===== src/common/spdbf_pkg.sv =====
// Purpose: shared constants and types of the serial port dma buffer fifo
// Assumes: 32-bit register words, byte addresses on an 8-bit address port
// Notes: count field width default lives here, the module may narrow it
package spdbf_pkg;
    localparam int unsigned ADDR_W = 8;
    localparam int unsigned DATA_W = 32;
    localparam logic [7:0] OFF_TX_CTRL = 8'h00;
    localparam logic [7:0] OFF_RX_CTRL = 8'h04;
    localparam logic [7:0] OFF_TX_DATA = 8'h08;
    localparam logic [7:0] OFF_RX_DATA = 8'h0c;
    localparam logic [7:0] OFF_STATUS = 8'h10;
    localparam int unsigned EN_BIT = 0;
    localparam int unsigned BURST_LSB = 8;
    localparam int unsigned EVT_LSB = 16;
    localparam int unsigned STAT_RX_LSB = 16;
    localparam int unsigned CNT_W_DEF = 8;
    localparam int unsigned DEPTH_DEF = 16;
    localparam logic [31:0] CTRL_RST = 32'h0000_0000;

    typedef struct packed {
        logic wr;
        logic rd;
        logic [ADDR_W-1:0] addr;
        logic [DATA_W-1:0] wdata;
    } spdbf_bus_t;
endpackage


===== src/spdbf_buffer_fifo.sv =====
// Purpose: transmit and receive buffer fifos between a serial port core and host dma
// Assumes: core requests are one-cycle pulses on clk; host dma reaches data via the reg port
// Notes: a disabled fifo is flushed and its direction passes straight through
//
// The plain strobed port and the placing of the registers were decided locally.
`timescale 1ns/100ps
`default_nettype none

module spdbf_buffer_fifo #(
    parameter int unsigned DEPTH = spdbf_pkg::DEPTH_DEF,
    parameter int unsigned CNT_W = spdbf_pkg::CNT_W_DEF
) (
    input wire logic clk,                       // clock, 250 MHz
    input wire logic rst,                       // async reset, active high
    input wire spdbf_pkg::spdbf_bus_t bus,      // register port request
    output logic [31:0] rd_data,                // read data, cycle after read
    input wire logic core_tx_req,               // core transmit dma request pulse
    input wire logic core_rx_req,               // core receive dma request pulse
    input wire logic [31:0] core_rx_data,       // core receive word on offer
    output logic core_rx_rd,                    // take the offered receive word
    output logic [31:0] core_tx_data,           // word to core
    output logic core_tx_valid,                 // core_tx_data valid pulse
    output logic host_tx_req,                   // transmit dma request to host
    output logic host_rx_req                    // receive dma request to host
);
    localparam int unsigned AW = $clog2(DEPTH);
    localparam int unsigned LW = AW + 1;

    typedef enum logic [1:0] {ENG_IDLE, ENG_TX, ENG_RX} spdbf_eng_t;

    function automatic logic fits(input logic [31:0] have, input logic [31:0] need);
        fits = (need != 32'h0000_0000) && (have >= need);
    endfunction

    ////////////////////////////////////////////////////////////////////////////
    logic tx_en_ff, rx_en_ff;
    logic [CNT_W-1:0] tx_burst_ff, tx_evt_ff, rx_burst_ff, rx_evt_ff;
    logic [31:0] tx_mem [DEPTH];
    logic [31:0] rx_mem [DEPTH];
    logic [LW-1:0] tx_wp_ff, tx_rp_ff, rx_wp_ff, rx_rp_ff;
    logic [LW-1:0] tx_level, rx_level;
    logic [31:0] tx_free32, rx_free32, tx_lvl32, rx_lvl32;
    logic wr_tx_ctrl, wr_rx_ctrl, wr_tx_data, rd_rx_data, rd_status;
    logic tx_push, rx_pop;
    logic tx_pend_ff, rx_pend_ff, tx_go, rx_go;
    spdbf_eng_t eng_ff;
    logic [CNT_W-1:0] beat_ff;
    logic tx_wait_ff, rx_wait_ff;
    logic [CNT_W-1:0] tx_seen_ff, rx_seen_ff;

    assign wr_tx_ctrl = bus.wr && bus.addr == spdbf_pkg::OFF_TX_CTRL;
    assign wr_rx_ctrl = bus.wr && bus.addr == spdbf_pkg::OFF_RX_CTRL;
    assign wr_tx_data = bus.wr && bus.addr == spdbf_pkg::OFF_TX_DATA;
    assign rd_rx_data = bus.rd && bus.addr == spdbf_pkg::OFF_RX_DATA;
    assign rd_status = bus.rd && bus.addr == spdbf_pkg::OFF_STATUS;

    assign tx_level = tx_wp_ff - tx_rp_ff;
    assign rx_level = rx_wp_ff - rx_rp_ff;
    assign tx_lvl32 = 32'(tx_level);
    assign rx_lvl32 = 32'(rx_level);
    assign tx_free32 = 32'(DEPTH) - tx_lvl32;
    // a receive word taken this cycle lands next edge, so count it as used
    assign rx_free32 = 32'(DEPTH) - rx_lvl32 - 32'(core_rx_rd);
    assign tx_push = tx_en_ff && wr_tx_data && tx_level != LW'(DEPTH);
    assign rx_pop = rx_en_ff && rd_rx_data && rx_level != '0;

    ////////////////////////////////////////////////////////////////////////////
    // control registers
    always_ff @(posedge clk or posedge rst) begin
        if (rst) begin
            tx_en_ff <= spdbf_pkg::CTRL_RST[0];
            rx_en_ff <= spdbf_pkg::CTRL_RST[0];
            tx_burst_ff <= '0;
            tx_evt_ff <= '0;
            rx_burst_ff <= '0;
            rx_evt_ff <= '0;
        end else begin
            if (wr_tx_ctrl) begin
                tx_en_ff <= bus.wdata[spdbf_pkg::EN_BIT];
                tx_burst_ff <= bus.wdata[spdbf_pkg::BURST_LSB +: CNT_W];
                tx_evt_ff <= bus.wdata[spdbf_pkg::EVT_LSB +: CNT_W];
            end
            if (wr_rx_ctrl) begin
                rx_en_ff <= bus.wdata[spdbf_pkg::EN_BIT];
                rx_burst_ff <= bus.wdata[spdbf_pkg::BURST_LSB +: CNT_W];
                rx_evt_ff <= bus.wdata[spdbf_pkg::EVT_LSB +: CNT_W];
            end
        end
    end

    ////////////////////////////////////////////////////////////////////////////
    // storage arrays, no reset needed on data
    always_ff @(posedge clk) begin
        if (tx_push) begin
            tx_mem[tx_wp_ff[AW-1:0]] <= bus.wdata;
        end
        if (core_rx_rd && rx_en_ff && eng_ff != ENG_TX) begin
            rx_mem[rx_wp_ff[AW-1:0]] <= core_rx_data;
        end
    end

    // host side pointers, flushed while a fifo is off
    always_ff @(posedge clk or posedge rst) begin
        if (rst) begin
            tx_wp_ff <= '0;
            rx_rp_ff <= '0;
        end else begin
            if (!tx_en_ff) begin
                tx_wp_ff <= '0;
            end else if (tx_push) begin
                tx_wp_ff <= tx_wp_ff + 1'b1;
            end
            if (!rx_en_ff) begin
                rx_rp_ff <= '0;
            end else if (rx_pop) begin
                rx_rp_ff <= rx_rp_ff + 1'b1;
            end
        end
    end

    ////////////////////////////////////////////////////////////////////////////
    // pending core requests; a new request wins over the clear at burst start
    always_ff @(posedge clk or posedge rst) begin
        if (rst) begin
            tx_pend_ff <= 1'b0;
            rx_pend_ff <= 1'b0;
        end else begin
            if (!tx_en_ff) begin
                tx_pend_ff <= 1'b0;
            end else if (core_tx_req) begin
                tx_pend_ff <= 1'b1;
            end else if (eng_ff == ENG_IDLE && tx_go) begin
                tx_pend_ff <= 1'b0;
            end
            if (!rx_en_ff) begin
                rx_pend_ff <= 1'b0;
            end else if (core_rx_req) begin
                rx_pend_ff <= 1'b1;
            end else if (eng_ff == ENG_IDLE && rx_go && !tx_go) begin
                rx_pend_ff <= 1'b0;
            end
        end
    end

    assign tx_go = tx_pend_ff && tx_en_ff
        && fits(tx_lvl32, 32'(tx_burst_ff) << 1);
    assign rx_go = rx_pend_ff && rx_en_ff && fits(rx_free32, 32'(rx_burst_ff));

    ////////////////////////////////////////////////////////////////////////////
    // burst engine toward the core, one word per cycle
    always_ff @(posedge clk or posedge rst) begin
        if (rst) begin
            eng_ff <= ENG_IDLE;
            beat_ff <= '0;
            tx_rp_ff <= '0;
            rx_wp_ff <= '0;
        end else begin
            if (!tx_en_ff) begin
                tx_rp_ff <= '0;
            end else if (eng_ff == ENG_TX) begin
                tx_rp_ff <= tx_rp_ff + 1'b1;
            end
            if (!rx_en_ff) begin
                rx_wp_ff <= '0;
            end else if (core_rx_rd && eng_ff != ENG_TX) begin
                rx_wp_ff <= rx_wp_ff + 1'b1;
            end
            unique case (eng_ff)
                ENG_IDLE: begin
                    // tx_go implies the write fifo is on, so transmit wins ties
                    if (tx_go) begin
                        eng_ff <= ENG_TX;
                        beat_ff <= tx_burst_ff;
                    end else if (rx_go) begin
                        eng_ff <= ENG_RX;
                        beat_ff <= rx_burst_ff;
                    end
                end
                ENG_TX, ENG_RX: begin
                    // no exit other than the last beat
                    beat_ff <= beat_ff - 1'b1;
                    if (beat_ff == CNT_W'(1)) begin
                        eng_ff <= ENG_IDLE;
                    end
                end
            endcase
        end
    end

    ////////////////////////////////////////////////////////////////////////////
    // core facing outputs; pass-through when a fifo is off
    always_ff @(posedge clk or posedge rst) begin
        if (rst) begin
            core_tx_data <= '0;
            core_tx_valid <= 1'b0;
        end else if (tx_en_ff) begin
            core_tx_valid <= eng_ff == ENG_TX;
            core_tx_data <= tx_mem[tx_rp_ff[AW-1:0]];
        end else begin
            core_tx_valid <= wr_tx_data;
            core_tx_data <= bus.wdata;
        end
    end

    always_ff @(posedge clk or posedge rst) begin
        if (rst) begin
            core_rx_rd <= 1'b0;
        end else if (rx_en_ff) begin
            core_rx_rd <= eng_ff == ENG_RX;
        end else begin
            core_rx_rd <= rd_rx_data;
        end
    end

    ////////////////////////////////////////////////////////////////////////////
    // host request pacers
    always_ff @(posedge clk or posedge rst) begin
        if (rst) begin
            host_tx_req <= 1'b0;
            tx_wait_ff <= 1'b0;
            tx_seen_ff <= '0;
        end else if (!tx_en_ff) begin
            host_tx_req <= core_tx_req;
            tx_wait_ff <= 1'b0;
            tx_seen_ff <= '0;
        end else if (!tx_wait_ff) begin
            // an empty fifo fits at once, so enabling requests next cycle
            host_tx_req <= fits(tx_free32, 32'(tx_evt_ff));
            tx_wait_ff <= fits(tx_free32, 32'(tx_evt_ff));
            tx_seen_ff <= '0;
        end else begin
            host_tx_req <= 1'b0;
            if (wr_tx_data) begin
                tx_seen_ff <= tx_seen_ff + 1'b1;
                tx_wait_ff <= tx_seen_ff + 1'b1 != tx_evt_ff;
            end
        end
    end

    always_ff @(posedge clk or posedge rst) begin
        if (rst) begin
            host_rx_req <= 1'b0;
            rx_wait_ff <= 1'b0;
            rx_seen_ff <= '0;
        end else if (!rx_en_ff) begin
            host_rx_req <= core_rx_req;
            rx_wait_ff <= 1'b0;
            rx_seen_ff <= '0;
        end else if (!rx_wait_ff) begin
            host_rx_req <= fits(rx_lvl32, 32'(rx_evt_ff));
            rx_wait_ff <= fits(rx_lvl32, 32'(rx_evt_ff));
            rx_seen_ff <= '0;
        end else begin
            host_rx_req <= 1'b0;
            if (rd_rx_data) begin
                rx_seen_ff <= rx_seen_ff + 1'b1;
                rx_wait_ff <= rx_seen_ff + 1'b1 != rx_evt_ff;
            end
        end
    end

    ////////////////////////////////////////////////////////////////////////////
    // read data; pass-through receive read returns the core word directly
    always_ff @(posedge clk or posedge rst) begin
        if (rst) begin
            rd_data <= '0;
        end else begin
            if (bus.rd) begin
                unique case (bus.addr)
                    spdbf_pkg::OFF_TX_CTRL: rd_data <= (32'(tx_evt_ff) << spdbf_pkg::EVT_LSB)
                        | (32'(tx_burst_ff) << spdbf_pkg::BURST_LSB) | 32'(tx_en_ff);
                    spdbf_pkg::OFF_RX_CTRL: rd_data <= (32'(rx_evt_ff) << spdbf_pkg::EVT_LSB)
                        | (32'(rx_burst_ff) << spdbf_pkg::BURST_LSB) | 32'(rx_en_ff);
                    spdbf_pkg::OFF_RX_DATA: begin
                        if (!rx_en_ff) begin
                            rd_data <= core_rx_data;
                        end else if (rx_pop) begin
                            rd_data <= rx_mem[rx_rp_ff[AW-1:0]];
                        end else begin
                            rd_data <= '0;
                        end
                    end
                    spdbf_pkg::OFF_STATUS: rd_data <= (rx_lvl32 << spdbf_pkg::STAT_RX_LSB)
                        | tx_lvl32;
                    default: rd_data <= '0;
                endcase
            end
        end
    end
endmodule
`default_nettype wire


===== config.mk =====
export PLATFORM = sky130hd
export DESIGN_NAME = spdbf_buffer_fifo
export DESIGN_NICKNAME = d
export VERILOG_FILES = /design/src/common/spdbf_pkg.sv /design/src/spdbf_buffer_fifo.sv
export SDC_FILE = /design/constraint.sdc
export NUM_CORES = 1
export LEC_CHECK = 0
export BUFFER_PORTS_ARGS = -buffer_cell sky130_fd_sc_hd__buf_2
export CAP_MARGIN = 20
export CORE_MARGIN = 2
export CORE_UTILIZATION = 55
export DETAILED_ROUTE_END_ITERATION = 8
export PLACE_DENSITY_LB_ADDON = 0.3
export SLEW_MARGIN = 20
export SYNTH_ARGS = -nofsm -noshare
export SYNTH_HDL_FRONTEND = slang
export SYNTH_SLANG_ARGS = --single-unit
export TNS_END_PERCENT = 1

===== constraint.sdc =====
create_clock -name clk -period 8.6 [get_ports clk]
set_input_delay 0.43 -clock clk [delete_from_list [all_inputs] [get_ports clk]]
set_output_delay 0.43 -clock clk [all_outputs]
set_load 0.02 [all_outputs]

==> results.cfg <==
[global_route]
grt_usage = 0.243
grt_pass1_wl_um = 159000
gr-total-overflow = 0
grt_pass1_vias = 24730
grt_max_degree = 104
antenna_found_initial = 12

[yosys]
synth_area_leaders = edfxtp_1 65%, mux4_2 15%, dfrtp_1 8.1%, ha_1 1.5%, mux2_2 1.3%
synth_area_leader_cell = edfxtp_1
synth_top_area_share = 0.652
yosysUniqueCellTypes = 72
syn_inst = 2299
synth-main-ff-cell = edfxtp_1
syn_area_mm2 = 0.0472
synth-seq-area-share = 0.732
syn_area_per_cell_um2 = 20.5
synthTopCellsByCount = 1,024 x edfxtp_1, 320 x mux4_2, 152 x dfrtp_1, 67 x clkbuf_1, 67 x nand2_1
yosys_register_bits = 1176
synth_most_common_cell = edfxtp_1
asyncSetResetFlopFracSynth = 0.129
yosysWarnings = 0
synth_edf_count = 1024
syn-num-nets = 2435

[setup_path]
ff2ff_path_depth = 19
startpoint_type = flip-flop
critPathMaxFanout = 30
critPathCaptureType = flip-flop
arrival_ns = 5.92
path_class = reg2reg
critPathRequiredTime_ns = 9.18

[placed_design]
gp_congestion = 0.826
io_buffers = 145
post-place-cells = 3514
hpwl_um = 58500

[route]
ant_nets = 0
drtIter0Drc = 2346
wl_per_cell_um = 28.3
drc = 0
wl_um = 106000
drtPass1Iterations = 5
vias_per_cell = 6.26
num_vias = 23412

[die]
rows = 107
design.core.area_mm2 = 0.0851
die_x_um = 297
fp.dieH_um = 297
floorplan.initialDensity = 0.554
dieArea_mm2 = 0.0882
ios = 146

[clock_tree]
cts_root_buf = clkbuf_16
cts_buffers = 114
cts_tree = built
clk_latency_ns = 0.70
htreeDepth = 3
clkTransAtPathRegs_ns = 0.06
clock_path_buffers = 3
post_cts_buffers = 0
clock-sinks = 1176

[final_layout]
finish.utilization = 0.627
layout.cells.non_filler = 3738
final_layout_size_suffix_gt1_frac = 0.310
n_fill_cell = 5753
final_nets = 2625
syn2layout_area_growth_pct = 13.2

[sta]
fmax_ghz = 0.187
slew_viol_final = 0
finalHoldViolations = 0
worstMarginPinSlew_ns = 1.10
slew_headroom = 0.264
fin_crit_ns = 5.34
fin_crit_sh = 0.621
finalSetupViolCount = 0
skew_ns = 0.0244
rsz0062_at_grt = no
finalSetupTns_ns = 0

[flow_run]
maxCapViolations = 0

[hold_path]
worst_hold_path_type = in2reg
hold_depth = 3

[power_and_ir_drop]
power_density_mw_per_mm2 = 228
leakage_nw = 17.7
irDropWorstVdd_mv = 0.259

[run_status]
status = completed
==> repair_timing <==
item	4_1_cts	5_1_grt
gates resized for setup	0	0
endpoints found under the hold margin	50	0
hold buffers	1	0
==> layout make-up <==
class	count	area (um2)	area share
flip-flops and latches	1176	34600	0.647
multi-input cells	951	12100	0.226
clock buffers	152	3180	0.0595
well taps	1144	1430	0.0268
repair buffers	187	1100	0.0205
clock inverters	65	800	0.0150
inverters	59	229	0.00429
diodes	4	10.0	0.000187
==> registers in the layout, indices dropped and copies added, names as in the netlist, 2 cells and up <==
signal,cells
beat_ff,8
core_tx_data,32
eng_ff,2
rd_data,32
rx_burst_ff,8
rx_evt_ff,8
rx_mem,512
rx_rp_ff,5
rx_seen_ff,8
rx_wp_ff,5
tx_burst_ff,8
tx_evt_ff,8
tx_mem,512
tx_rp_ff,5
tx_seen_ff,8
tx_wp_ff,5
==> cells in the final DEF, fill, tap and decap left out, types with 6 or more instances in the layout <==
cell,netlist,final
ha_1,56,56
o2bb2ai_1,12,12
clkbuf_1,67,21
clkbuf_16,0,115
clkinvlp_4,0,8
a31oi_1,6,6
edfxtp_1,1024,1024
clkinv_2,0,22
clkinv_1,1,12
o21ai_0,33,33
bufinv_16,0,15
o22ai_1,7,7
inv_1,56,55
a21oi_1,22,22
nor2_1,66,51
xor2_1,23,23
nor2_4,0,15
nand4_1,12,12
dfrtp_1,152,145
a21o_1,6,6
buf_4,8,38
mux4_2,320,320
a22oi_1,6,6
nand3_1,18,18
nor3_1,22,16
mux2i_1,19,19
and3_1,10,8
nor4_1,9,7
nand2b_1,7,7
nand2_1,67,67
nor2b_1,19,19
a221o_1,29,29
clkbuf_8,0,16
xnor2_1,43,43
and2_1,18,10
buf_2,22,145
nor3_2,0,6
mux2_2,55,55
==> worst paths after layout <==
check                      slack (ns)                          to                    start
max                              3.26      beat_ff[2]$_DFFE_PP0P_  rx_rp_ff[0]$_DFFE_PP0P_
min                              0.06      rx_pend_ff$_DFFE_PP0P_              core_rx_req
max reg2reg                      3.26      beat_ff[2]$_DFFE_PP0P_  rx_rp_ff[0]$_DFFE_PP0P_
min reg2reg                      0.54     rd_data[20]$_DFFE_PP0P_  rd_data[20]$_DFFE_PP0P_
max in group asynchronous        6.33     tx_rp_ff[1]$_DFFE_PP0P_                      rst
min in group asynchronous        0.34  core_tx_data[26]$_DFF_PP0_                      rst
==> critical path: stages (launching register included) <==
cell and delay (ns):
dfrtp_4 0.81, ha_1 0.29, inv_1 0.06, fa_1 0.43, a21o_1 0.20, a21oi_1 0.16
xnor2_1 0.38, inv_1 0.10, ha_1 0.38, nand4_1 0.09, o21ai_0 0.09, a22o_1 0.26
a21oi_1 0.15, ha_1 0.27, a22o_1 0.21, o41a_1 0.32, a211oi_2 0.16, a21boi_2 0.40
nor3_1 0.12, o32a_1 0.34
==> cells by family after synthesis <==
logic type,count (synthesis),share of synthesized area
adder cells (fa/ha/maj),58,0.0157
buffers and inverters,172,0.0155
AO/OA/AOI/OAI,164,0.0257
flip-flops,1176,0.732
AND/OR/NAND/NOR,267,0.0282
XOR/XNOR,68,0.0129
multiplexers,394,0.170
==> power breakdown <==
group / internal, mW / switching [mW]
logic: 0.272 / 0.389
registers: 6.26 / 0.0667
clock network: 3.06 / 2.13
==> routing by layer <==
layer | vias to the layer above | global-route usage | wire [um]
met5 | - | 0 | 80
met4 | 14 | 0.0759 | 3240
met3 | 240 | 0.0478 | 6960
met2 | 939 | 0.417 | 55000
met1 | 12406 | 0.317 | 40400
li1 | 9813 | - | -
==> per-stage QoR <==
stage	cell area [um2]	setup slack, ns	total power [mW]	hold slack (ns)
5_1_grt	53400	2.98	12.5	0.0483
3_3_place_gp	49400	3.38	7.07	0.499
4_1_cts	53300	3.23	12.3	0.0266
2_1_floorplan	47200	2.31	6.86	0.469
6_report	53400	3.26	12.2	0.0556
3_5_place_dp	49400	3.23	7.10	0.517
Note: power is estimated with default switching activity, not from simulation.
